==> src/daalcs_pkg.sv <==
package daalcs_pkg;
   // Register indices; the byte address on the bus is four times the index
   localparam logic [3:0] IDX_IRQ_MASK = 4'h3;
   localparam logic [3:0] IDX_IRQ_STAT = 4'h4;
   localparam logic [3:0] IDX_HOOK = 4'h5;
   localparam logic [3:0] IDX_PWR = 4'h6;
   localparam logic [3:0] IDX_RATE = 4'h7;
   localparam logic [3:0] IDX_RSV_A = 4'h8;
   localparam logic [3:0] IDX_RSV_B = 4'h9;
   localparam logic [3:0] IDX_LOOP = 4'hA;
   localparam logic [3:0] IDX_REV = 4'hB;
   localparam logic [3:0] IDX_LSTAT = 4'hC;

   // Field positions
   localparam int B_RING_NEG = 6;
   localparam int B_RING_POS = 5;
   localparam int B_MONITOR = 3;
   localparam int B_RING = 2;
   localparam int B_OFFHOOK = 0;
   localparam int B_LINE_PD = 4;
   localparam int B_LOGIC_PD = 3;
   localparam int B_LOOPBACK = 0;
   localparam int B_FRAME = 6;
   localparam int B_FLOSS = 5;
   localparam int B_OVL = 2;

   // Reset values
   localparam logic RST_OFFHOOK = 1'b0;
   localparam logic RST_MONITOR = 1'b0;
   localparam logic RST_LINE_PD = 1'b1;
   localparam logic RST_LOGIC_PD = 1'b0;
   localparam logic [3:0] RST_RATE = 4'h1;
   localparam logic RST_LOOPBACK = 1'b0;
   localparam logic [3:0] RATE_LAST = 4'h9;

   // Loop current levels
   localparam logic [4:0] LOOP_SAT = 5'h1F;
   localparam logic [4:0] LOOP_MIN_OK = 5'h04;

   // Ring hold time
   localparam longint CLK_HZ = 100000000;
   localparam longint RING_HOLD_S = 5;
   localparam longint RING_HOLD_CYC = RING_HOLD_S * CLK_HZ;

   // AXI responses
   localparam logic [1:0] RESP_OKAY = 2'h0;
   localparam logic [1:0] RESP_SLVERR = 2'h2;

   // Sample rate in Hz for a rate code; reserved codes give zero
   function automatic logic [15:0] rate_hz(input logic [3:0] c);
      case (c)
         4'h0: rate_hz = 16'h1C20;
         4'h1: rate_hz = 16'h1F40;
         4'h2: rate_hz = 16'h2025;
         4'h3: rate_hz = 16'h20D0;
         4'h4: rate_hz = 16'h2328;
         4'h5: rate_hz = 16'h2580;
         4'h6: rate_hz = 16'h282E;
         4'h7: rate_hz = 16'h2EE0;
         4'h8: rate_hz = 16'h3592;
         4'h9: rate_hz = 16'h3E80;
         default: rate_hz = 16'h0000;
      endcase
   endfunction
endpackage

==> src/daalcs_regs.sv <==
// Added by the designer: the AXI4-Lite interface to the registers.
module daalcs_regs
   import daalcs_pkg::*;
#(
   parameter int ADDR_W = 8,
   parameter int SAMPLE_W = 16,
   parameter longint RING_HOLD = RING_HOLD_CYC,
   parameter logic [3:0] LINESIDE_ID = 4'h6, // Arbitrary identity value
   parameter logic [3:0] SYS_REV = 4'h1
) (
   // Clock and reset
   input wire logic aclk,
   input wire logic aresetn,
   // AXI4-Lite write
   input wire logic [ADDR_W-1:0] awaddr,
   input wire logic [2:0] awprot,
   input wire logic awvalid,
   output logic awready,
   input wire logic [31:0] wdata,
   input wire logic [3:0] wstrb,
   input wire logic wvalid,
   output logic wready,
   output logic [1:0] bresp,
   output logic bvalid,
   input wire logic bready,
   // AXI4-Lite read
   input wire logic [ADDR_W-1:0] araddr,
   input wire logic [2:0] arprot,
   input wire logic arvalid,
   output logic arready,
   output logic [31:0] rdata,
   output logic [1:0] rresp,
   output logic rvalid,
   input wire logic rready,
   // Line-side status pins, asynchronous
   input wire logic ring_pos_in,
   input wire logic ring_neg_in,
   input wire logic frame_lock_in,
   input wire logic [4:0] loop_current_in,
   // Sample path
   input wire logic [SAMPLE_W-1:0] tx_sample,
   input wire logic [SAMPLE_W-1:0] line_rx_sample,
   output logic [SAMPLE_W-1:0] rx_sample,
   // Line control
   output logic offhook,
   output logic onhook_monitor,
   output logic lineside_pd,
   output logic logic_pd,
   output logic [3:0] sample_rate_code,
   output logic [15:0] sample_rate_hz,
   output logic loop_overload_irq
);

   ////////////////////////////////////////////////////////////////////////
   // Address helpers
   function automatic logic [3:0] reg_idx(input logic [ADDR_W-1:0] a);
      reg_idx = a[5:2];
   endfunction

   function automatic logic reg_mapped(input logic [ADDR_W-1:0] a);
      reg_mapped = (a[1:0] == 2'h0) && ((a >> 6) == '0)
         && (a[5:2] >= IDX_IRQ_MASK) && (a[5:2] <= IDX_LSTAT);
   endfunction

   ////////////////////////////////////////////////////////////////////////
   // Pin synchronisers; the first stage feeds only the second
   logic [7:0] meta_q;
   logic [7:0] sync_q;
   logic frame_prev_q;
   wire logic [7:0] pins = {loop_current_in, frame_lock_in, ring_neg_in, ring_pos_in};
   wire logic ring_pos_s = sync_q[0];
   wire logic ring_neg_s = sync_q[1];
   wire logic frame_s = sync_q[2];
   wire logic [4:0] level_s = sync_q[7:3];

   always_ff @(posedge aclk) begin
      if (!aresetn) begin
         meta_q <= 8'h00;
         sync_q <= 8'h00;
         frame_prev_q <= 1'b0;
      end else begin
         meta_q <= pins;
         sync_q <= meta_q;
         frame_prev_q <= frame_s;
      end
   end

   ////////////////////////////////////////////////////////////////////////
   // Write channel: address and data held separately, response after both
   logic aw_full_q;
   logic w_full_q;
   logic awready_q;
   logic wready_q;
   logic bvalid_q;
   logic [1:0] bresp_q;
   logic [ADDR_W-1:0] wa_q;
   logic [7:0] wd_q;
   logic ws_q;

   wire logic aw_take = awvalid && awready_q;
   wire logic w_take = wvalid && wready_q;
   wire logic wr_fire = aw_full_q && w_full_q && !bvalid_q;
   wire logic aw_full_d = aw_take || (aw_full_q && !wr_fire);
   wire logic w_full_d = w_take || (w_full_q && !wr_fire);
   wire logic bvalid_d = wr_fire || (bvalid_q && !bready);
   wire logic wr_ok = reg_mapped(wa_q);
   wire logic [3:0] wr_idx = reg_idx(wa_q);
   // Only byte lane 0 carries register bits; other lanes are dropped
   wire logic wr_en = wr_fire && wr_ok && ws_q;

   always_ff @(posedge aclk) begin
      if (!aresetn) begin
         aw_full_q <= 1'b0;
         w_full_q <= 1'b0;
         awready_q <= 1'b0;
         wready_q <= 1'b0;
         bvalid_q <= 1'b0;
         bresp_q <= RESP_OKAY;
      end else begin
         aw_full_q <= aw_full_d;
         w_full_q <= w_full_d;
         awready_q <= !aw_full_d && !bvalid_d;
         wready_q <= !w_full_d && !bvalid_d;
         bvalid_q <= bvalid_d;
         if (wr_fire) begin
            bresp_q <= wr_ok ? RESP_OKAY : RESP_SLVERR;
         end
      end
   end

   // Payload capture, no reset needed on data
   always_ff @(posedge aclk) begin
      if (aw_take) begin
         wa_q <= awaddr;
      end
      if (w_take) begin
         wd_q <= wdata[7:0];
         ws_q <= wstrb[0];
      end
   end

   ////////////////////////////////////////////////////////////////////////
   // Write decode per register
   wire logic wr_hook = wr_en && (wr_idx == IDX_HOOK);
   wire logic wr_pwr = wr_en && (wr_idx == IDX_PWR);
   wire logic wr_rate = wr_en && (wr_idx == IDX_RATE);
   wire logic wr_loop = wr_en && (wr_idx == IDX_LOOP);
   wire logic wr_mask = wr_en && (wr_idx == IDX_IRQ_MASK);
   wire logic wr_stat = wr_en && (wr_idx == IDX_IRQ_STAT);
   // Reserved codes are refused so the converter never sees them
   wire logic rate_legal = wd_q[3:0] <= RATE_LAST;

   ////////////////////////////////////////////////////////////////////////
   // Control fields written by software
   logic offhook_q;
   logic onhook_monitor_enable_q;
   logic lineside_powerdown_q;
   logic logic_powerdown_q;
   logic logic_down_q;
   logic [3:0] rate_q;
   logic digital_loopback_enable_q;
   logic ovl_mask_q;
   logic floss_mask_q;

   always_ff @(posedge aclk) begin
      if (!aresetn) begin
         offhook_q <= RST_OFFHOOK;
         onhook_monitor_enable_q <= RST_MONITOR;
         lineside_powerdown_q <= RST_LINE_PD;
         logic_powerdown_q <= RST_LOGIC_PD;
         logic_down_q <= RST_LOGIC_PD;
         rate_q <= RST_RATE;
         digital_loopback_enable_q <= RST_LOOPBACK;
         ovl_mask_q <= 1'b0;
         floss_mask_q <= 1'b0;
      end else begin
         // Read-only hook bits have no flop here, so writes to them fall away
         if (wr_hook) begin
            offhook_q <= wd_q[B_OFFHOOK];
            onhook_monitor_enable_q <= wd_q[B_MONITOR];
         end
         if (wr_pwr) begin
            lineside_powerdown_q <= wd_q[B_LINE_PD];
            logic_powerdown_q <= wd_q[B_LOGIC_PD];
         end
         // Once down, only aresetn brings the logic back
         if (wr_pwr && wd_q[B_LOGIC_PD]) begin
            logic_down_q <= 1'b1;
         end
         if (wr_rate && rate_legal) begin
            rate_q <= wd_q[3:0];
         end
         if (wr_loop) begin
            digital_loopback_enable_q <= wd_q[B_LOOPBACK];
         end
         if (wr_mask) begin
            ovl_mask_q <= wd_q[B_OVL];
            floss_mask_q <= wd_q[B_FLOSS];
         end
      end
   end

   ////////////////////////////////////////////////////////////////////////
   // Ring detect: hold counter reloads on each positive ring while on-hook; off-hook holds it at zero
   logic ring_q;
   logic [31:0] hold_q;
   wire logic [31:0] hold_d = ring_pos_s ? 32'(RING_HOLD)
      : (hold_q != 32'h0) ? hold_q - 32'h1 : 32'h0;
   // Off-hook clears the flag at once, whatever the line shows
   wire logic ring_d = !offhook_q && (ring_pos_s || ring_neg_s || (hold_d != 32'h0));

   always_ff @(posedge aclk) begin
      if (!aresetn) begin
         ring_q <= 1'b0;
         hold_q <= 32'h0;
      end else begin
         ring_q <= ring_d;
         hold_q <= offhook_q ? 32'h0 : hold_d;
      end
   end

   ////////////////////////////////////////////////////////////////////////
   // Loop current level and sticky status; a set beats a clear
   logic [4:0] level_q;
   logic [4:0] level_prev_q;
   logic ovl_q;
   logic floss_q;
   // Level bits cross one by one; a word counts only once two samples agree
   wire logic level_steady = (level_s == level_prev_q);
   wire logic ovl_set = offhook_q && level_steady && (level_s == LOOP_SAT);
   wire logic floss_set = frame_prev_q && !frame_s;
   wire logic ovl_clr = wr_stat && !wd_q[B_OVL];
   wire logic floss_clr = wr_stat && !wd_q[B_FLOSS];

   always_ff @(posedge aclk) begin
      if (!aresetn) begin
         level_q <= 5'h00;
         level_prev_q <= 5'h00;
         ovl_q <= 1'b0;
         floss_q <= 1'b0;
      end else begin
         level_prev_q <= level_s;
         level_q <= !offhook_q ? 5'h00 : level_steady ? level_s : level_q;
         ovl_q <= ovl_set || (ovl_q && !ovl_clr);
         floss_q <= floss_set || (floss_q && !floss_clr);
      end
   end

   ////////////////////////////////////////////////////////////////////////
   // Read channel: one cycle from address to data
   logic arready_q;
   logic rvalid_q;
   logic [7:0] rd_q;
   logic [1:0] rresp_q;
   logic [7:0] rd_word;
   wire logic ar_take = arvalid && arready_q;
   wire logic rvalid_d = ar_take || (rvalid_q && !rready);
   wire logic rd_ok = reg_mapped(araddr);

   // Read selection; status bits come live from the pins and flags
   always_comb begin
      rd_word = 8'h00;
      case (reg_idx(araddr))
         IDX_HOOK: rd_word = {1'b0, ring_neg_s, ring_pos_s, 1'b0,
            onhook_monitor_enable_q, ring_q, 1'b0, offhook_q};
         IDX_PWR: rd_word = {3'h0, lineside_powerdown_q, logic_powerdown_q, 3'h0};
         IDX_RATE: rd_word = {4'h0, rate_q};
         IDX_LOOP: rd_word = {7'h00, digital_loopback_enable_q};
         IDX_REV: rd_word = {LINESIDE_ID, SYS_REV};
         IDX_LSTAT: rd_word = {1'b0, frame_s, 1'b0, level_q};
         IDX_IRQ_MASK: rd_word = {2'h0, floss_mask_q, 2'h0, ovl_mask_q, 2'h0};
         IDX_IRQ_STAT: rd_word = {2'h0, floss_q, 2'h0, ovl_q, 2'h0};
         default: rd_word = 8'h00;
      endcase
   end

   always_ff @(posedge aclk) begin
      if (!aresetn) begin
         arready_q <= 1'b0;
         rvalid_q <= 1'b0;
         rd_q <= 8'h00;
         rresp_q <= RESP_OKAY;
      end else begin
         arready_q <= !rvalid_d;
         rvalid_q <= rvalid_d;
         if (ar_take) begin
            rd_q <= rd_ok ? rd_word : 8'h00;
            rresp_q <= rd_ok ? RESP_OKAY : RESP_SLVERR;
         end
      end
   end

   ////////////////////////////////////////////////////////////////////////
   // Datapath and line outputs, all registered
   logic [SAMPLE_W-1:0] rx_q;
   logic irq_q;
   logic [15:0] hz_q;

   always_ff @(posedge aclk) begin
      if (!aresetn) begin
         rx_q <= '0;
         irq_q <= 1'b0;
         hz_q <= 16'h0000;
      end else begin
         // Loopback bypasses the filters, so samples pass untouched
         rx_q <= digital_loopback_enable_q ? tx_sample : line_rx_sample;
         irq_q <= (ovl_q && ovl_mask_q) || (floss_q && floss_mask_q);
         hz_q <= rate_hz(rate_q);
      end
   end

   assign awready = awready_q;
   assign wready = wready_q;
   assign bvalid = bvalid_q;
   assign bresp = bresp_q;
   assign arready = arready_q;
   assign rvalid = rvalid_q;
   assign rdata = {24'h000000, rd_q};
   assign rresp = rresp_q;
   assign rx_sample = rx_q;
   assign offhook = offhook_q;
   assign onhook_monitor = onhook_monitor_enable_q;
   assign lineside_pd = lineside_powerdown_q;
   assign logic_pd = logic_down_q;
   assign sample_rate_code = rate_q;
   assign sample_rate_hz = hz_q;
   assign loop_overload_irq = irq_q;
endmodule

==> config.mk <==
export PLATFORM = sky130hd
export DESIGN_NAME = daalcs_regs
export DESIGN_NICKNAME = d
export VERILOG_FILES = /design/src/daalcs_pkg.sv /design/src/daalcs_regs.sv
export SDC_FILE = /design/constraint.sdc
export NUM_CORES = 1
export LEC_CHECK = 0
export ABC_AREA = 0
export BUFFER_PORTS_ARGS = -buffer_cell sky130_fd_sc_hd__clkbuf_2
export CAP_MARGIN = 0
export CORE_MARGIN = 8
export CORE_UTILIZATION = 45
export DETAILED_ROUTE_END_ITERATION = 8
export PLACE_DENSITY = 0.83
export SYNTH_ARGS = -nofsm -noshare
export SYNTH_HDL_FRONTEND = slang
export SYNTH_SLANG_ARGS = --single-unit
export TNS_END_PERCENT = 30
==> constraint.sdc <==
create_clock -name aclk -period 5.8 [get_ports aclk]
set_input_delay 0.58 -clock aclk [delete_from_list [all_inputs] [get_ports aclk]]
set_output_delay 0.58 -clock aclk [all_outputs]
set_load 0.02 [all_outputs]
==> impl_metrics.csv <==
group,metric,value,unit
global_routing,grt_pass1_wl,23000,µm
synthesis,synth_edf_count,15,
timing,rsz0062_at_grt,"no",
timing,finalHoldViolCount,0,
global_routing,grt_pass1_vias,4749,
status,status,"complete, no violations",
cts,cts_root_buffer,"clkbuf_16",
timing,whs,0.340,ns
floorplan,start_util,45.7,%
cts,cts-resized-gates,0,
floorplan,dieArea,17300,µm²
synthesis,yosys_warnings,0,
power_and_ir_drop,p_per_area,421,nW/µm²
synthesis,syn_avg_cell_area,9.62,µm²
timing,fin_crit,3.11,ns
layout,final_cells,928,
cts,cts_sinks,136,
synthesis,yosysTopAreaCellShare,40.4,%
power_and_ir_drop,p_int,2.03,mW
cts,cts_htree_levels,4,
layout,design_area,7170,µm²
layout,antenna_cells,0,
power_and_ir_drop,pwr-share-clk,33.4,%
cts,cts_tree,"yes",
timing,fin_tns_setup,0,ns
synthesis,synthFlopType,"dfxtp_1",
setup_path,worst_setup_path_start_kind,"flip-flop",
global_routing,grt_overflow,0,
drt,dr_total_vias,4737,
setup_path,max_stage_delay,0.62,ns
setup_path,crit_family,"simple AND/OR/NAND/NOR gates",
floorplan,design.core.area,13100,µm²
synthesis,yosys-top-cells-area,"dfxtp_1, edfxtp_1, mux2i_1",
power_and_ir_drop,p_leak,2.97,nW
layout,synthToLayoutAreaGrowth,19.4,%
synthesis,synth_cell_types,59,
drt,vias_per_cell,5.10,
power_and_ir_drop,vdd_ir_drop_max,0.340,mV
power_and_ir_drop,p_switching,986,µW
timing,slew_headroom,32.2,%
drt,drt_pass1_iterations,4,
drt,drt_wl_total,13800,µm
synthesis,synthesis.area,6000,µm²
power_and_ir_drop,p_seq_share,39.2,%
timing,skew,0.00704,ns
floorplan,io_pins,187,
power_and_ir_drop,finalPower,3.02,mW
layout,drive_gt1_share,22.1,%
setup_path,crit_path_cell_trace,"inv_1 > ha_1 > nor3b_1 > nand3_1 > or4b_4 > o31ai_1 > nor4_1 > and4b_1 > o22ai_1",
global_routing,antenna_found_initial,0,
cts,post_cts_buffers,0,
placed_design,port_buffers,122,
drt,drc,0,
timing,post-route-period-util,53.6,%
drt,drtIter0Drc,294,
synthesis,yosysMostFrequentCell,"dfxtp_1",
placed_design,dp_slack,2.76,ns
setup_path,required,6.13,ns
drt,post_drt_wl_per_cell,14.8,µm
drt,antenna_left,0,
setup_path,path_max_fanout,11,
timing,setup_viol,0,
layout,fin_nets,853,
synthesis,ys_seq_elements,136,
cts,cts_inserted_buffers,17,
placed_design,place_hpwl,9970,µm
cts,clk_pin_slew_worst_paths,0.06,ns
global_routing,grt_start_max_net_pins,83,
synthesis,synth-seq-area-share,47.9,%
hold_path,hp-class,"input port to flip-flop",
setup_path,slowest_stage,"or4b_4",
setup_path,crit_buf_inv,1,
setup_path,crit_arrival,3.44,ns
floorplan,core.rowCount,42,
global_routing,grtUsageTotal,16.0,%
synthesis,async_flop_share,0,%
power_and_ir_drop,p_comb_share,27.4,%
setup_path,crit_type,"flip-flop to flip-flop",
placed_design,dpl_cell_area,6610,µm²
placed_design,dp.cells,897,
timing,worstMarginPinSlew,1.02,ns
floorplan,die_h,132,µm
floorplan,fp.dieW,132,µm
cts,ctsHoldBuffers,0,
timing,fin_ws,2.69,ns
layout,final_util,54.6,%
synthesis,ys_top_cells_by_count,"dfxtp_1, nor2_1, nand2_1, and2_1, nor2b_1",
setup_path,endpoint_kind,"flip-flop",
synthesis,postSynthCellCount,624,
cts,insertion_delay,0.41,ns
power_and_ir_drop,swShare,32.7,%
timing,fmax,321,MHz
cts,cts_buffer_depth,2,
timing,finalMaxSlewViolations,0,
run,max-cap-violations,0,
placed_design,gp_congestion,0.828,
synthesis,yosysTopAreaCell,"dfxtp_1",
power groups by stage:
stage,sequential [mW],clock [mW],combinational (mW)
6_report,1.18,1.01,0.828
5_1_grt,1.20,1.07,0.923
4_1_cts,1.18,1.03,0.824
3_5_place_dp,1.20,0,0.813
3_3_place_gp,1.19,0,0.803
2_1_floorplan,1.17,0,0.696
worst paths after layout:
path,cells past startpoint,slack (ns),endpoint,startpoint
hold / removal,1,0.34,wa_q[7]$_DFFE_PP_,awaddr[7]
setup reg to reg,9,2.69,ring_q$_SDFF_PN0_,hold_q[0]$_SDFF_PP0_
hold reg to reg,1,0.43,sync_q[0]$_SDFF_PN0_,meta_q[0]$_SDFF_PN0_
setup / recovery,9,2.69,ring_q$_SDFF_PN0_,hold_q[0]$_SDFF_PP0_
layer usage:
layer	routed length (µm)	global-route usage [%]
met3	754	5.64
met5	0	0
met1	5850	18.1
met4	140	4.47
met2	7010	27.8
cell families (layout without fill, tap and decap cells):
logic type	after synthesis	in the layout	share of synthesized area, %
flip-flops	136	136	47.9
AO/OA/AOI/OAI	92	92	10.0
AND/OR/NAND/NOR	261	261	24.5
XOR/XNOR	29	29	4.23
buffers and inverters	65	165	6.29
adder cells (fa/ha/maj)	8	8	1.67
other	1	29	0.0625
multiplexers	32	32	5.38
area by class of cell:
cell class              instances  area, µm²
inverters                      11       41.3
clock buffers                  22        464
multi-input cells             451       2860
repair buffers                123        618
fillers                      1217       5970
clock inverters                 9       92.6
flip-flops and latches        136       2870
well taps                     176        220
sequential cells by signal, summed over array words and instances, names as in the netlist, 4 cells and up:
| register | flops |
|---|---|
| hold_q | 32 |
| rx_sample | 16 |
| sample_rate_hz | 14 |
| meta_q | 8 |
| sync_q | 8 |
| wa_q | 8 |
| rd_q | 7 |
| wd_q | 6 |
| level_prev_q | 5 |
| level_q | 5 |
| sample_rate_code | 4 |
cells in the final DEF, fill, tap and decap left out, drive strengths merged, types with 6 or more instances in the layout:
| cell type | n |
|---|---|
| or4 | 6 |
| a21oi | 23 |
| nand3 | 9 |
| dfxtp | 121 |
| xnor2 | 18 |
| clkbuf | 144 |
| ha | 8 |
| nor2b | 34 |
| mux2i | 30 |
| o21ai | 18 |
| o31ai | 6 |
| a21boi | 8 |
| xor2 | 11 |
| nor4 | 15 |
| nand2b | 9 |
| and2 | 35 |
| edfxtp | 15 |
| conb | 29 |
| a22oi | 7 |
| nor2 | 56 |
| inv | 14 |
| or3 | 6 |
| nand2 | 41 |
| nor3 | 18 |
(Power assumes the default switching activity.)
